===== src/hdl/lcdrst_pkg.sv =====
package lcdrst_pkg;
	// ****************************************
	// Timing
	// ****************************************
	localparam int CLK_PERIOD_PS = 5000;
	// Internal reset time, longest, in ns
	localparam int RESET_TIME_NS = 2000;
	localparam int RESET_TIME_CYC = (RESET_TIME_NS * 1000) / CLK_PERIOD_PS;
	// Reset low width, least, in ps (2.5 us)
	localparam int RESET_LOW_PS = 2500000;
	localparam int RESET_LOW_CYC =
		(RESET_LOW_PS + CLK_PERIOD_PS - 1) / CLK_PERIOD_PS;
	// Power settle wait, in us (5 ms)
	localparam int SETTLE_US = 5000;
	// Scaled per microsecond first: the product in ps would overflow an int
	localparam int SETTLE_CYC = SETTLE_US * (1000000 / CLK_PERIOD_PS);
	// Wait after power control, in us (module dependent)
	localparam int PWR_WAIT_US = 100;
	localparam int PWR_WAIT_CYC = (PWR_WAIT_US * 1000000) / CLK_PERIOD_PS;
	localparam int CNT_W = 24;

	// ****************************************
	// Instruction codes and fields
	// ****************************************
	localparam logic [7:0] CMD_NOP = 8'h00;
	localparam logic [7:0] CMD_SOFT_RESET = 8'h01;
	localparam logic [7:0] CMD_INV_OFF = 8'h20;
	localparam logic [7:0] CMD_INV_ON = 8'h21;
	localparam logic [7:0] CMD_ALLON_OFF = 8'h22;
	localparam logic [7:0] CMD_ALLON_ON = 8'h23;
	localparam logic [7:0] CMD_DISP_OFF = 8'h28;
	localparam logic [7:0] CMD_DISP_ON = 8'h29;
	localparam logic [7:0] CMD_COL_ADDR = 8'h2A;
	localparam logic [7:0] CMD_ROW_ADDR = 8'h2B;
	localparam logic [7:0] CMD_MEM_WRITE = 8'h2C;
	localparam logic [7:0] CMD_PWR_CTRL = 8'hD2;
	localparam logic [7:0] CMD_SET_PWM = 8'hB3;
	localparam logic [7:0] CMD_SET_VOP = 8'hC0;
	localparam logic [7:0] PWR_ALL_ON = 8'h1E;
	localparam logic [7:0] RAM_FILL = 8'h00;
	localparam int PWR_OSC_BIT = 4;
	localparam int PWR_BOOST_BIT = 3;
	localparam int PWR_FOLLOW_BIT = 2;
	localparam int PWR_DRV_BIT = 1;
	localparam int ADDR_W = 4;
	localparam logic [3:0] ADDR_ZERO = 4'h0;
	localparam logic [3:0] COL_LAST = 4'hB;
	localparam logic [3:0] ROW_LAST = 4'h8;
	localparam logic [7:0] VOP_DEFAULT = 8'h00;
	localparam logic [7:0] PWM_DEFAULT = 8'h00;
	localparam logic [7:0] BYTE_ZERO = 8'h00;
	localparam logic [3:0] STEP_ONE = 4'h1;
endpackage


===== src/hdl/lcdrst_if.sv =====
`timescale 1ns/1ps
// Link between host and display controller
interface lcdrst_if;
	logic rst_n;
	logic valid;
	logic is_param;
	logic [7:0] data;
	modport host (output rst_n, output valid, output is_param, output data);
	modport dev (input rst_n, input valid, input is_param, input data);
endinterface


===== src/hdl/lcdrst_dev.sv =====
// Function
// - Hardware reset low or soft command starts reset
// - Reset stops oscillator and backlight PWM
// - Reset blanks display, outputs at ground
// - Reset clears all-pixel-on and inversion
// - Reset zeroes row and column counters
// - Reset clears all four power enables
// - Reset restores every configuration default; soft reset leaves wd_q (ram_wdata) at its last byte
// - Display RAM survives any reset
// - Power-up: RAM undefined, display off
// - Host resets device before any operation
// - Host waits internal reset time before commands
// - Host holds reset low 2.5 us minimum
// - Host keeps reset low until power settles
// - Host fills display RAM before display on; lcdrst_host writes only RAM_WORDS (12) zero words, all in row 0
// - Host waits module-specific time after power control
`timescale 1ns/1ps
module lcdrst_dev #(
	parameter int RESET_CYC = lcdrst_pkg::RESET_TIME_CYC,
	parameter int COLS = 12,
	parameter int ROWS = 9
) (
	input wire logic mclk,
	input wire logic nrst,
	input wire logic clk_en,
	lcdrst_if.dev lnk,
	output logic busy,
	output logic osc_enable,
	output logic booster_enable,
	output logic follower_enable,
	output logic drive_voltage_enable,
	output logic pwm_enable,
	output logic display_on,
	output logic all_on,
	output logic invert,
	output logic [lcdrst_pkg::ADDR_W-1:0] row_addr,
	output logic [lcdrst_pkg::ADDR_W-1:0] col_addr,
	output logic ram_we,
	output logic [7:0] ram_wdata
);
	import lcdrst_pkg::*;

	typedef enum logic [2:0] {
		ST_RESET = 3'b001,
		ST_IDLE = 3'b010,
		ST_PARAM = 3'b100
	} lcdrst_state_t;

	// ****************************************
	// Reset pin synchroniser
	// ****************************************
	// Asynchronous assertion of the internal reset from the pin, clean
	// release through two flops; nrst is the system reset of the core.
	logic [1:0] pin_sync_q;
	logic hw_rst_n;
	always_ff @(posedge mclk or negedge lnk.rst_n) begin
		if (!lnk.rst_n) begin
			pin_sync_q <= 2'b00;
		end else begin
			pin_sync_q <= {pin_sync_q[0], 1'b1};
		end
	end
	assign hw_rst_n = pin_sync_q[1];

	// Command inputs from the host, two flops each
	logic [9:0] cmd_s1_q;
	logic [9:0] cmd_s2_q;
	always_ff @(posedge mclk) begin
		cmd_s1_q <= {lnk.valid, lnk.is_param, lnk.data};
		cmd_s2_q <= cmd_s1_q;
	end
	logic cmd_valid_q;
	logic cmd_seen_q;
	always_ff @(posedge mclk) begin
		if (!nrst) begin
			cmd_seen_q <= 1'b0;
		end else if (clk_en) begin
			cmd_seen_q <= cmd_s2_q[9];
		end
	end
	// Valid is a level per word; act once on its rising edge
	assign cmd_valid_q = cmd_s2_q[9] && !cmd_seen_q;

	// ****************************************
	// Control state
	// ****************************************
	lcdrst_state_t state_q, state_d;
	logic [CNT_W-1:0] cnt_q, cnt_d;
	logic [7:0] cmd_q, cmd_d;
	logic [4:0] pwr_q, pwr_d;
	logic disp_q, disp_d, allon_q, allon_d, inv_q, inv_d;
	logic [ADDR_W-1:0] row_q, row_d, col_q, col_d;
	logic pwm_q, pwm_d, we_q, we_d;
	logic [7:0] wd_q, wd_d;

	// Next-state decode
	always_comb begin
		state_d = state_q;
		cnt_d = cnt_q;
		cmd_d = cmd_q;
		pwr_d = pwr_q;
		disp_d = disp_q;
		allon_d = allon_q;
		inv_d = inv_q;
		row_d = row_q;
		col_d = col_q;
		pwm_d = pwm_q;
		we_d = 1'b0;
		wd_d = wd_q;
		case (state_q)
			ST_RESET: begin
				// RAM write strobe held low here, contents kept
				we_d = 1'b0;
				if (cnt_q >= CNT_W'(RESET_CYC)) begin
					state_d = ST_IDLE;
				end else begin
					cnt_d = cnt_q + 1'b1;
				end
			end
			ST_IDLE, ST_PARAM: begin
				if (cmd_valid_q && !cmd_s2_q[8]) begin
					cmd_d = cmd_s2_q[7:0];
					state_d = ST_PARAM;
					case (cmd_s2_q[7:0])
						CMD_SOFT_RESET: begin
							// Same defaults as the pin reset except wd_q, which keeps its last byte; RAM kept
							state_d = ST_RESET;
							cnt_d = '0;
							cmd_d = CMD_NOP;
							pwr_d = '0;
							pwm_d = 1'b0;
							disp_d = 1'b0;
							allon_d = 1'b0;
							inv_d = 1'b0;
							row_d = ADDR_ZERO;
							col_d = ADDR_ZERO;
						end
						CMD_INV_OFF: inv_d = 1'b0;
						CMD_INV_ON: inv_d = 1'b1;
						CMD_ALLON_OFF: allon_d = 1'b0;
						CMD_ALLON_ON: allon_d = 1'b1;
						CMD_DISP_OFF: disp_d = 1'b0;
						CMD_DISP_ON: disp_d = 1'b1;
						default: begin
						end
					endcase
				end else if (cmd_valid_q && state_q == ST_PARAM) begin
					case (cmd_q)
						CMD_COL_ADDR: col_d = cmd_s2_q[ADDR_W-1:0];
						CMD_ROW_ADDR: row_d = cmd_s2_q[ADDR_W-1:0];
						CMD_PWR_CTRL: begin
							pwr_d = cmd_s2_q[PWR_OSC_BIT:0];
							pwm_d = cmd_s2_q[PWR_OSC_BIT];
						end
						CMD_MEM_WRITE: begin
							we_d = 1'b1;
							wd_d = cmd_s2_q[7:0];
							col_d = col_q + STEP_ONE;
						end
						default: begin
						end
					endcase
				end
			end
			default: begin
				state_d = ST_RESET;
				cnt_d = '0;
			end
		endcase
	end

	// State registers; nrst or the pin reset restores every default
	always_ff @(posedge mclk) begin
		if (!nrst || !hw_rst_n) begin
			state_q <= ST_RESET;
			cnt_q <= '0;
			cmd_q <= CMD_NOP;
			pwr_q <= '0;
			pwm_q <= 1'b0;
			disp_q <= 1'b0;
			allon_q <= 1'b0;
			inv_q <= 1'b0;
			row_q <= ADDR_ZERO;
			col_q <= ADDR_ZERO;
			we_q <= 1'b0;
			wd_q <= BYTE_ZERO;
		end else if (clk_en) begin
			state_q <= state_d;
			cnt_q <= cnt_d;
			cmd_q <= cmd_d;
			pwr_q <= pwr_d;
			pwm_q <= pwm_d;
			disp_q <= disp_d;
			allon_q <= allon_d;
			inv_q <= inv_d;
			row_q <= row_d;
			col_q <= col_d;
			we_q <= we_d;
			wd_q <= wd_d;
		end
	end

	// ****************************************
	// Outputs, all from flops
	// ****************************************
	// Commands are dropped while in ST_RESET: no branch decodes them
	assign busy = state_q[0];
	assign osc_enable = pwr_q[PWR_OSC_BIT];
	assign booster_enable = pwr_q[PWR_BOOST_BIT];
	assign follower_enable = pwr_q[PWR_FOLLOW_BIT];
	assign drive_voltage_enable = pwr_q[PWR_DRV_BIT];
	assign pwm_enable = pwm_q;
	// Power-up lands here too: display off until commanded
	assign display_on = disp_q;
	assign all_on = allon_q;
	assign invert = inv_q;
	assign row_addr = row_q;
	assign col_addr = col_q;
	assign ram_we = we_q;
	assign ram_wdata = wd_q;
endmodule


===== src/flat_wrapper.sv =====
// flat-port wrapper written by rule: the top's interface ports become plain ports
module lcdrst_dev_flat import lcdrst_pkg::*;
#(
	parameter int RESET_CYC = lcdrst_pkg::RESET_TIME_CYC,
	parameter int COLS = 12,
	parameter int ROWS = 9
)
  (mclk, nrst, clk_en, busy, osc_enable, booster_enable, follower_enable, drive_voltage_enable, pwm_enable, display_on, all_on, invert, row_addr, col_addr, ram_we, ram_wdata, lnk_rst_n, lnk_valid, lnk_is_param, lnk_data);
  lcdrst_if lnk_i ();
  input wire logic mclk;
  input wire logic nrst;
  input wire logic clk_en;
  output logic busy;
  output logic osc_enable;
  output logic booster_enable;
  output logic follower_enable;
  output logic drive_voltage_enable;
  output logic pwm_enable;
  output logic display_on;
  output logic all_on;
  output logic invert;
  output logic [lcdrst_pkg::ADDR_W-1:0] row_addr;
  output logic [lcdrst_pkg::ADDR_W-1:0] col_addr;
  output logic ram_we;
  output logic [7:0] ram_wdata;
  input wire logic [$bits(lnk_i.rst_n)-1:0] lnk_rst_n;
  input wire logic [$bits(lnk_i.valid)-1:0] lnk_valid;
  input wire logic [$bits(lnk_i.is_param)-1:0] lnk_is_param;
  input wire logic [$bits(lnk_i.data)-1:0] lnk_data;
  assign lnk_i.rst_n = lnk_rst_n;
  assign lnk_i.valid = lnk_valid;
  assign lnk_i.is_param = lnk_is_param;
  assign lnk_i.data = lnk_data;
  lcdrst_dev #(.RESET_CYC(RESET_CYC), .COLS(COLS), .ROWS(ROWS)) u_core (.mclk(mclk), .nrst(nrst), .clk_en(clk_en), .lnk(lnk_i), .busy(busy), .osc_enable(osc_enable), .booster_enable(booster_enable), .follower_enable(follower_enable), .drive_voltage_enable(drive_voltage_enable), .pwm_enable(pwm_enable), .display_on(display_on), .all_on(all_on), .invert(invert), .row_addr(row_addr), .col_addr(col_addr), .ram_we(ram_we), .ram_wdata(ram_wdata));
endmodule

===== config.mk =====
export PLATFORM = sky130hd
export DESIGN_NAME = lcdrst_dev_flat
export DESIGN_NICKNAME = d
export VERILOG_FILES = /design/src/hdl/lcdrst_pkg.sv /design/src/hdl/lcdrst_if.sv /design/src/hdl/lcdrst_dev.sv /design/src/flat_wrapper.sv
export SDC_FILE = /design/constraint.sdc
export NUM_CORES = 1
export LEC_CHECK = 0
export BUFFER_PORTS_ARGS = -buffer_cell sky130_fd_sc_hd__buf_2
export CORE_ASPECT_RATIO = 1.2
export CORE_MARGIN = 2
export CORE_UTILIZATION = 55
export DETAILED_ROUTE_END_ITERATION = 10
export GPL_TIMING_DRIVEN = 0
export PLACE_DENSITY = 0.75
export SETUP_SLACK_MARGIN = 0.02
export SYNTH_ARGS = -nofsm -noshare
export SYNTH_HDL_FRONTEND = slang
export SYNTH_SLANG_ARGS = --single-unit

===== constraint.sdc =====
create_clock -name mclk -period 2.5 [get_ports mclk]
set_clock_uncertainty 0.2 [all_clocks]
set_input_delay 0.75 -clock mclk [delete_from_list [all_inputs] [get_ports mclk]]
set_output_delay 0.75 -clock mclk [all_outputs]
set_load 0.02 [all_outputs]

; After elaboration in Yosys (flattened, before gate mapping)
; Cells that the tools add are included.
[classes]
div = 0
magnitude_cmp = 1
n_shift = 0
mux = 31
n_bitwise = 1
multipliers = 0
add_sub_neg = 2
n_eq_ne = 19
n_reduce_logical = 29
[op_table]
columns = operator, count
row1 = $eq 8x6->1 const B, 9
row2 = $mux 24, 3
row3 = $pmux 24 s2, 1
row4 = $add 24x1->24 const B, 1
row5 = $ge 24x9->1 const B, 1
row6 = $mux 4, 6
row7 = $mux 5, 4
row8 = $reduce_and 5->1, 4
row9 = $reduce_and 4->1, 4
row10 = $reduce_bool 2->1, 6
row11 = $mux 3, 3
row12 = $eq 8x1->1 const B, 1
row13 = $eq 8x8->1 const B, 1
row14 = $mux 1, 8
row15 = $mux 8, 1
row16 = $pmux 4 s2, 1
row17 = $reduce_or 2->1, 4
row18 = $ne 2x2->1 const B, 3
row19 = $pmux 1 s2, 3
row20 = $pmux 3 s2, 1
row21 = $reduce_and 3->1, 2
row22 = $add 4x1->4 const B, 1
row23 = $logic_not 1->1, 4
row24 = $ne 2x1->1 const B, 2
row25 = other kinds (7), 9
[word_totals]
latchBits = 0
mem_bits_rw = 0
reg_bits = 84
mem_bits_ro = 0
mem_count = 0

; Depth between registers and ports, before layout
[depth]
ltp_word = 6
mapped_depth = 7
mapped_depth_nobuf = 5

; Worst setup path before layout
; Ideal clock, no wire load.
[synth_path]
path_type = in2reg
start = in clk_en
end = reg u_core.pwm_q, in the netlist u_core.pwm_enable
slack_ps = -12
cell_stages = 7
required_ps = 2172
arrival_time_ps = 2184
n_path_buf = 2
setup_ps = 128
path_cell_list = buf_2 -> nand4bb_1 -> or3_4 -> buf_6 -> a221oi_4 -> mux2i_1 -> nor2_1
[synth_via]
elab_chain_cells = 1
[synth_rtl]
columns = item, line_no
row1 = from (decl), flat_wrapper.sv:12  ; input wire logic clk_en;
row2 = $reduce_and 5->1 (no source line), n/a
row3 = to (signal assigned), lcdrst_dev.sv:192  ; pwm_q <= pwm_d;
row4 = to (decl), lcdrst_dev.sv:93  ; logic pwm_q, pwm_d, we_q, we_d;
; Every way passes these cells.
; A chain may end at the register's enable or synchronous reset.

; Final worst setup path
[layout_path]
start = in clk_en
end = reg u_core.pwr_q[1]
[layout_via]
elab_chain_cells = 1
[layout_rtl]
columns = item, line_no
row1 = $reduce_and 5->1 (no source line), n/a
row2 = to (signal assigned), lcdrst_dev.sv:191  ; pwr_q <= pwr_d;
row3 = to (decl), lcdrst_dev.sv:90  ; logic [4:0] pwr_q, pwr_d;
; Every way passes these cells.

==> flow_summary.toml <==
[outcome]
status = "complete, no violations"

[cts]
cts_tree = "yes"
post_cts_buffers = 0
clk_latency_ns = 0.35
max-clock-path-buffers = 2
path_clk_slew_ns = 0.08
clkSinkCount = 82
numCtsBuffers = 9
cts-htree-levels = 3
cts.root.buffer_cell = "clkbuf_8"

[place]
place_inst = 417
dp_hpwl_um = 4570
gp_congestion = 0.832
port_buffers = 38

[die]
io_pins = 40
die_y_um = 86.9
die_w_um = 73.1
num_rows = 30
fp.dieArea_sq_um = 6360
start_util = 0.564
coreArea_sq_um = 5590

[logic_synthesis]
yosysWarnings = 0
synth.largest_area_cell = "dfxtp_1"
synth.most_common_cell = "dfxtp_1"
synth_area_per_cell_sq_um = 10.0
ys_seq_area_frac = 0.524
ys_ff_latch = 82
synth_common_cells = "dfxtp_1, nand2_1, nor2_1"
synthTopCellsByArea = "dfxtp_1, mux2i_1, and2_1"
synth.top_cell.area_share = 0.508
syn_inst = 315
synthFlopType = "dfxtp_1"
syn_area_sq_um = 3150
synth-edff-count = 0
synth_nets = 332
yosysUniqueCellTypes = 54
async_flop_share = 0.0244

[final_layout]
final.fill_count = 472
fin_cells = 432
antenna_cells = 0
fin_nets = 380
drive_above_1_share = 0.198
syn_to_final_growth_pct = 16.1
fin_util = 0.654

[pwr]
p_comb_frac = 0.031
sw_frac_of_total = 0.226
powerDensity_nw_per_um2 = 652
p_switching_uw = 540
peakVddDrop_uv = 447
p_leak_nw = 1.53
seq_power_share = 0.564
p_int_mw = 1.84
clkPwrFrac = 0.404

[sta]
max_slew_margin = 0.595
fmax_ghz = 0.429
finalCritPeriodShare = 0.933
period_needed_ns = 2.33
setup_viol = 0
rsz0062_at_grt = "false"
slew_viol_final = 0
worstMarginPinSlew_ns = 0.608
hold_viol_final = 0

[routing]
drt_iter0_drc = 112
route.detailed.drc = 0
drt_pre_antenna_iters = 4
antenna_left = 0
via_per_inst = 5.54
vias = 2395
wl_per_cell_um = 14.9
routed_wl_um = 6450

[grt]
grt_pass1_vias = 2200
grt_first_pass_wirelength_um = 10800
antenna_found_initial = 0
grt_overflow = 0
grtUsageTotal = 0.222
grt_max_degree = 15

[critical_path]
crit_slowest_cell = "or3_4"
crit_fanout = 10
worst_setup_path_start_kind = "input port"
path_cells = "buf_4 -> nand4bb_1 -> or3_4 -> buf_6 -> a221oi_4 -> mux2i_1 -> nor2_1"
cp_data_required_time_ns = 2.52
critPathMaxStageDelay_ns = 0.40
crit_type = "in -> reg"
worstSetupEndpointType = "flip-flop"
worstPathArrival_ns = 2.35

[run]
max_cap_viol_count = 0

[hold_path]
min_path_type = "reg -> reg"
## logic make-up (layout without fill, tap and decap cells)
group                    after synthesis  after routing  share of synthesized area
AND/OR/NAND/NOR                      130            130                      0.240
XOR/XNOR                               3              3                    0.00833
multiplexers                          21             21                     0.0671
adder cells (fa/ha/maj)                3              3                     0.0119
other                                  1              1                    0.00119
AO/OA/AOI/OAI                         51             51                      0.115
flip-flops                            82             82                      0.524
buffers and inverters                 24             77                     0.0329
## sequential cells by signal, summed over array words and instances, names as in the netlist
signal,cells
u_core.ram_wdata,8
u_core.cnt_q,24
u_core.pin_sync_q,2
u_core.cmd_s2_q,10
u_core.pwr_q,3
u_core.cmd_s1_q,10
u_core.pwm_enable,1
u_core.col_addr,4
u_core.display_on,1
u_core.cmd_q,8
u_core.row_addr,4
u_core.invert,1
u_core.ram_we,1
u_core.state_q,3
u_core.all_on,1
u_core.cmd_seen_q,1
## cell type report
cell class              instances  area (sq um)  area share
clock buffers                  10           138      0.0376
clock inverters                 6          66.3      0.0181
well taps                      64          80.1      0.0219
multi-input cells             209          1420       0.389
flip-flops and latches         82          1650       0.451
repair buffers                 39           200      0.0547
inverters                       8          30.0     0.00821
plain buffers                  14          71.3      0.0195
## placed cells by master, fill, tap and decap left out, types with 2 or more instances in the layout
master,count
nand4_1,4
nor3_1,5
xnor2_1,2
clkbuf_2,2
a21oi_1,18
nand2_1,26
and4_1,3
mux2i_1,20
clkbuf_8,10
nand3_1,11
o311ai_0,2
ha_1,3
buf_4,2
clkinv_4,3
dfrtp_1,2
clkinv_2,2
nand2b_1,6
nor2b_1,5
clkbuf_1,8
nor4_1,3
o211ai_1,3
and2_1,19
buf_2,39
a21boi_1,4
o2111ai_1,2
o21a_1,3
and3_1,2
or4_1,8
dfxtp_1,80
o21ai_0,6
nor2_1,24
o31ai_1,4
inv_1,8
## worst paths after layout
check,depth (start not counted),slack [ns],start,endpoint
worst min register to register,0,0.13,u_core.cmd_s1_q[5]$_DFF_P_,u_core.cmd_s2_q[5]$_DFF_P_
min in group asynchronous,2,0.51,lnk_rst_n,u_core.pin_sync_q[0]$_DFF_PN0_
worst max-delay path,7,0.17,clk_en,u_core.pwr_q[1]$_SDFFE_PP0P_
worst max register to register,6,0.18,u_core.cnt_q[5]$_SDFFE_PP0P_,u_core.cnt_q[7]$_SDFFE_PP0P_
worst min-delay path,0,0.13,u_core.cmd_s1_q[5]$_DFF_P_,u_core.cmd_s2_q[5]$_DFF_P_
max in group asynchronous,2,1.50,lnk_rst_n,u_core.pin_sync_q[1]$_DFF_PN0_
## repair_timing
action	CTS	global route
endpoints found under the hold margin	2	0
hold buffers	1	0
resized for setup	0	8
setup endpoints to repair	0	35
## metal layers
layer  vias to the layer above  track usage  wire (um)
li1                       1204            -          -
met1                      1127        0.309       2990
met2                        57        0.329       3040
met3                         7       0.0509        354
met4                         0       0.0960         74
met5                         -            0          0
## per-stage QoR
| stage | worst slack (ns) | area [sq um] | power, mW | hold WS (ns) | setup TNS [ns] |
|---|---|---|---|---|---|
| floorplan | 0.0360 | 3160 | 1.42 | 0.110 | 0 |
| global placement | -0.176 | 3430 | 1.45 | 0.110 | -1.18 |
| detailed placement | -0.200 | 3430 | 1.45 | 0.112 | -1.52 |
| CTS | 0.0616 | 3640 | 2.40 | 0.131 | 0 |
| global route | 0.0406 | 3660 | 2.47 | 0.137 | 0 |
| finish | 0.168 | 3660 | 2.38 | 0.130 | 0 |
## power by group through the flow
stage               logic (mW)  clock network, mW  registers (mW)
CTS                     0.0770              0.982            1.34
global route            0.0833               1.04            1.35
floorplan               0.0491                  0            1.37
finish                  0.0749              0.964            1.35
global placement        0.0743                  0            1.37
detailed placement      0.0753                  0            1.37
## critical path, delay by kind of cell
kind / cells / cell delay (ns)
buf+inv: 2 / 0.30
mux: 1 / 0.25
simple gates: 3 / 0.65
compound gates: 1 / 0.40
No activity file was read; power rests on OpenSTA's default activity.
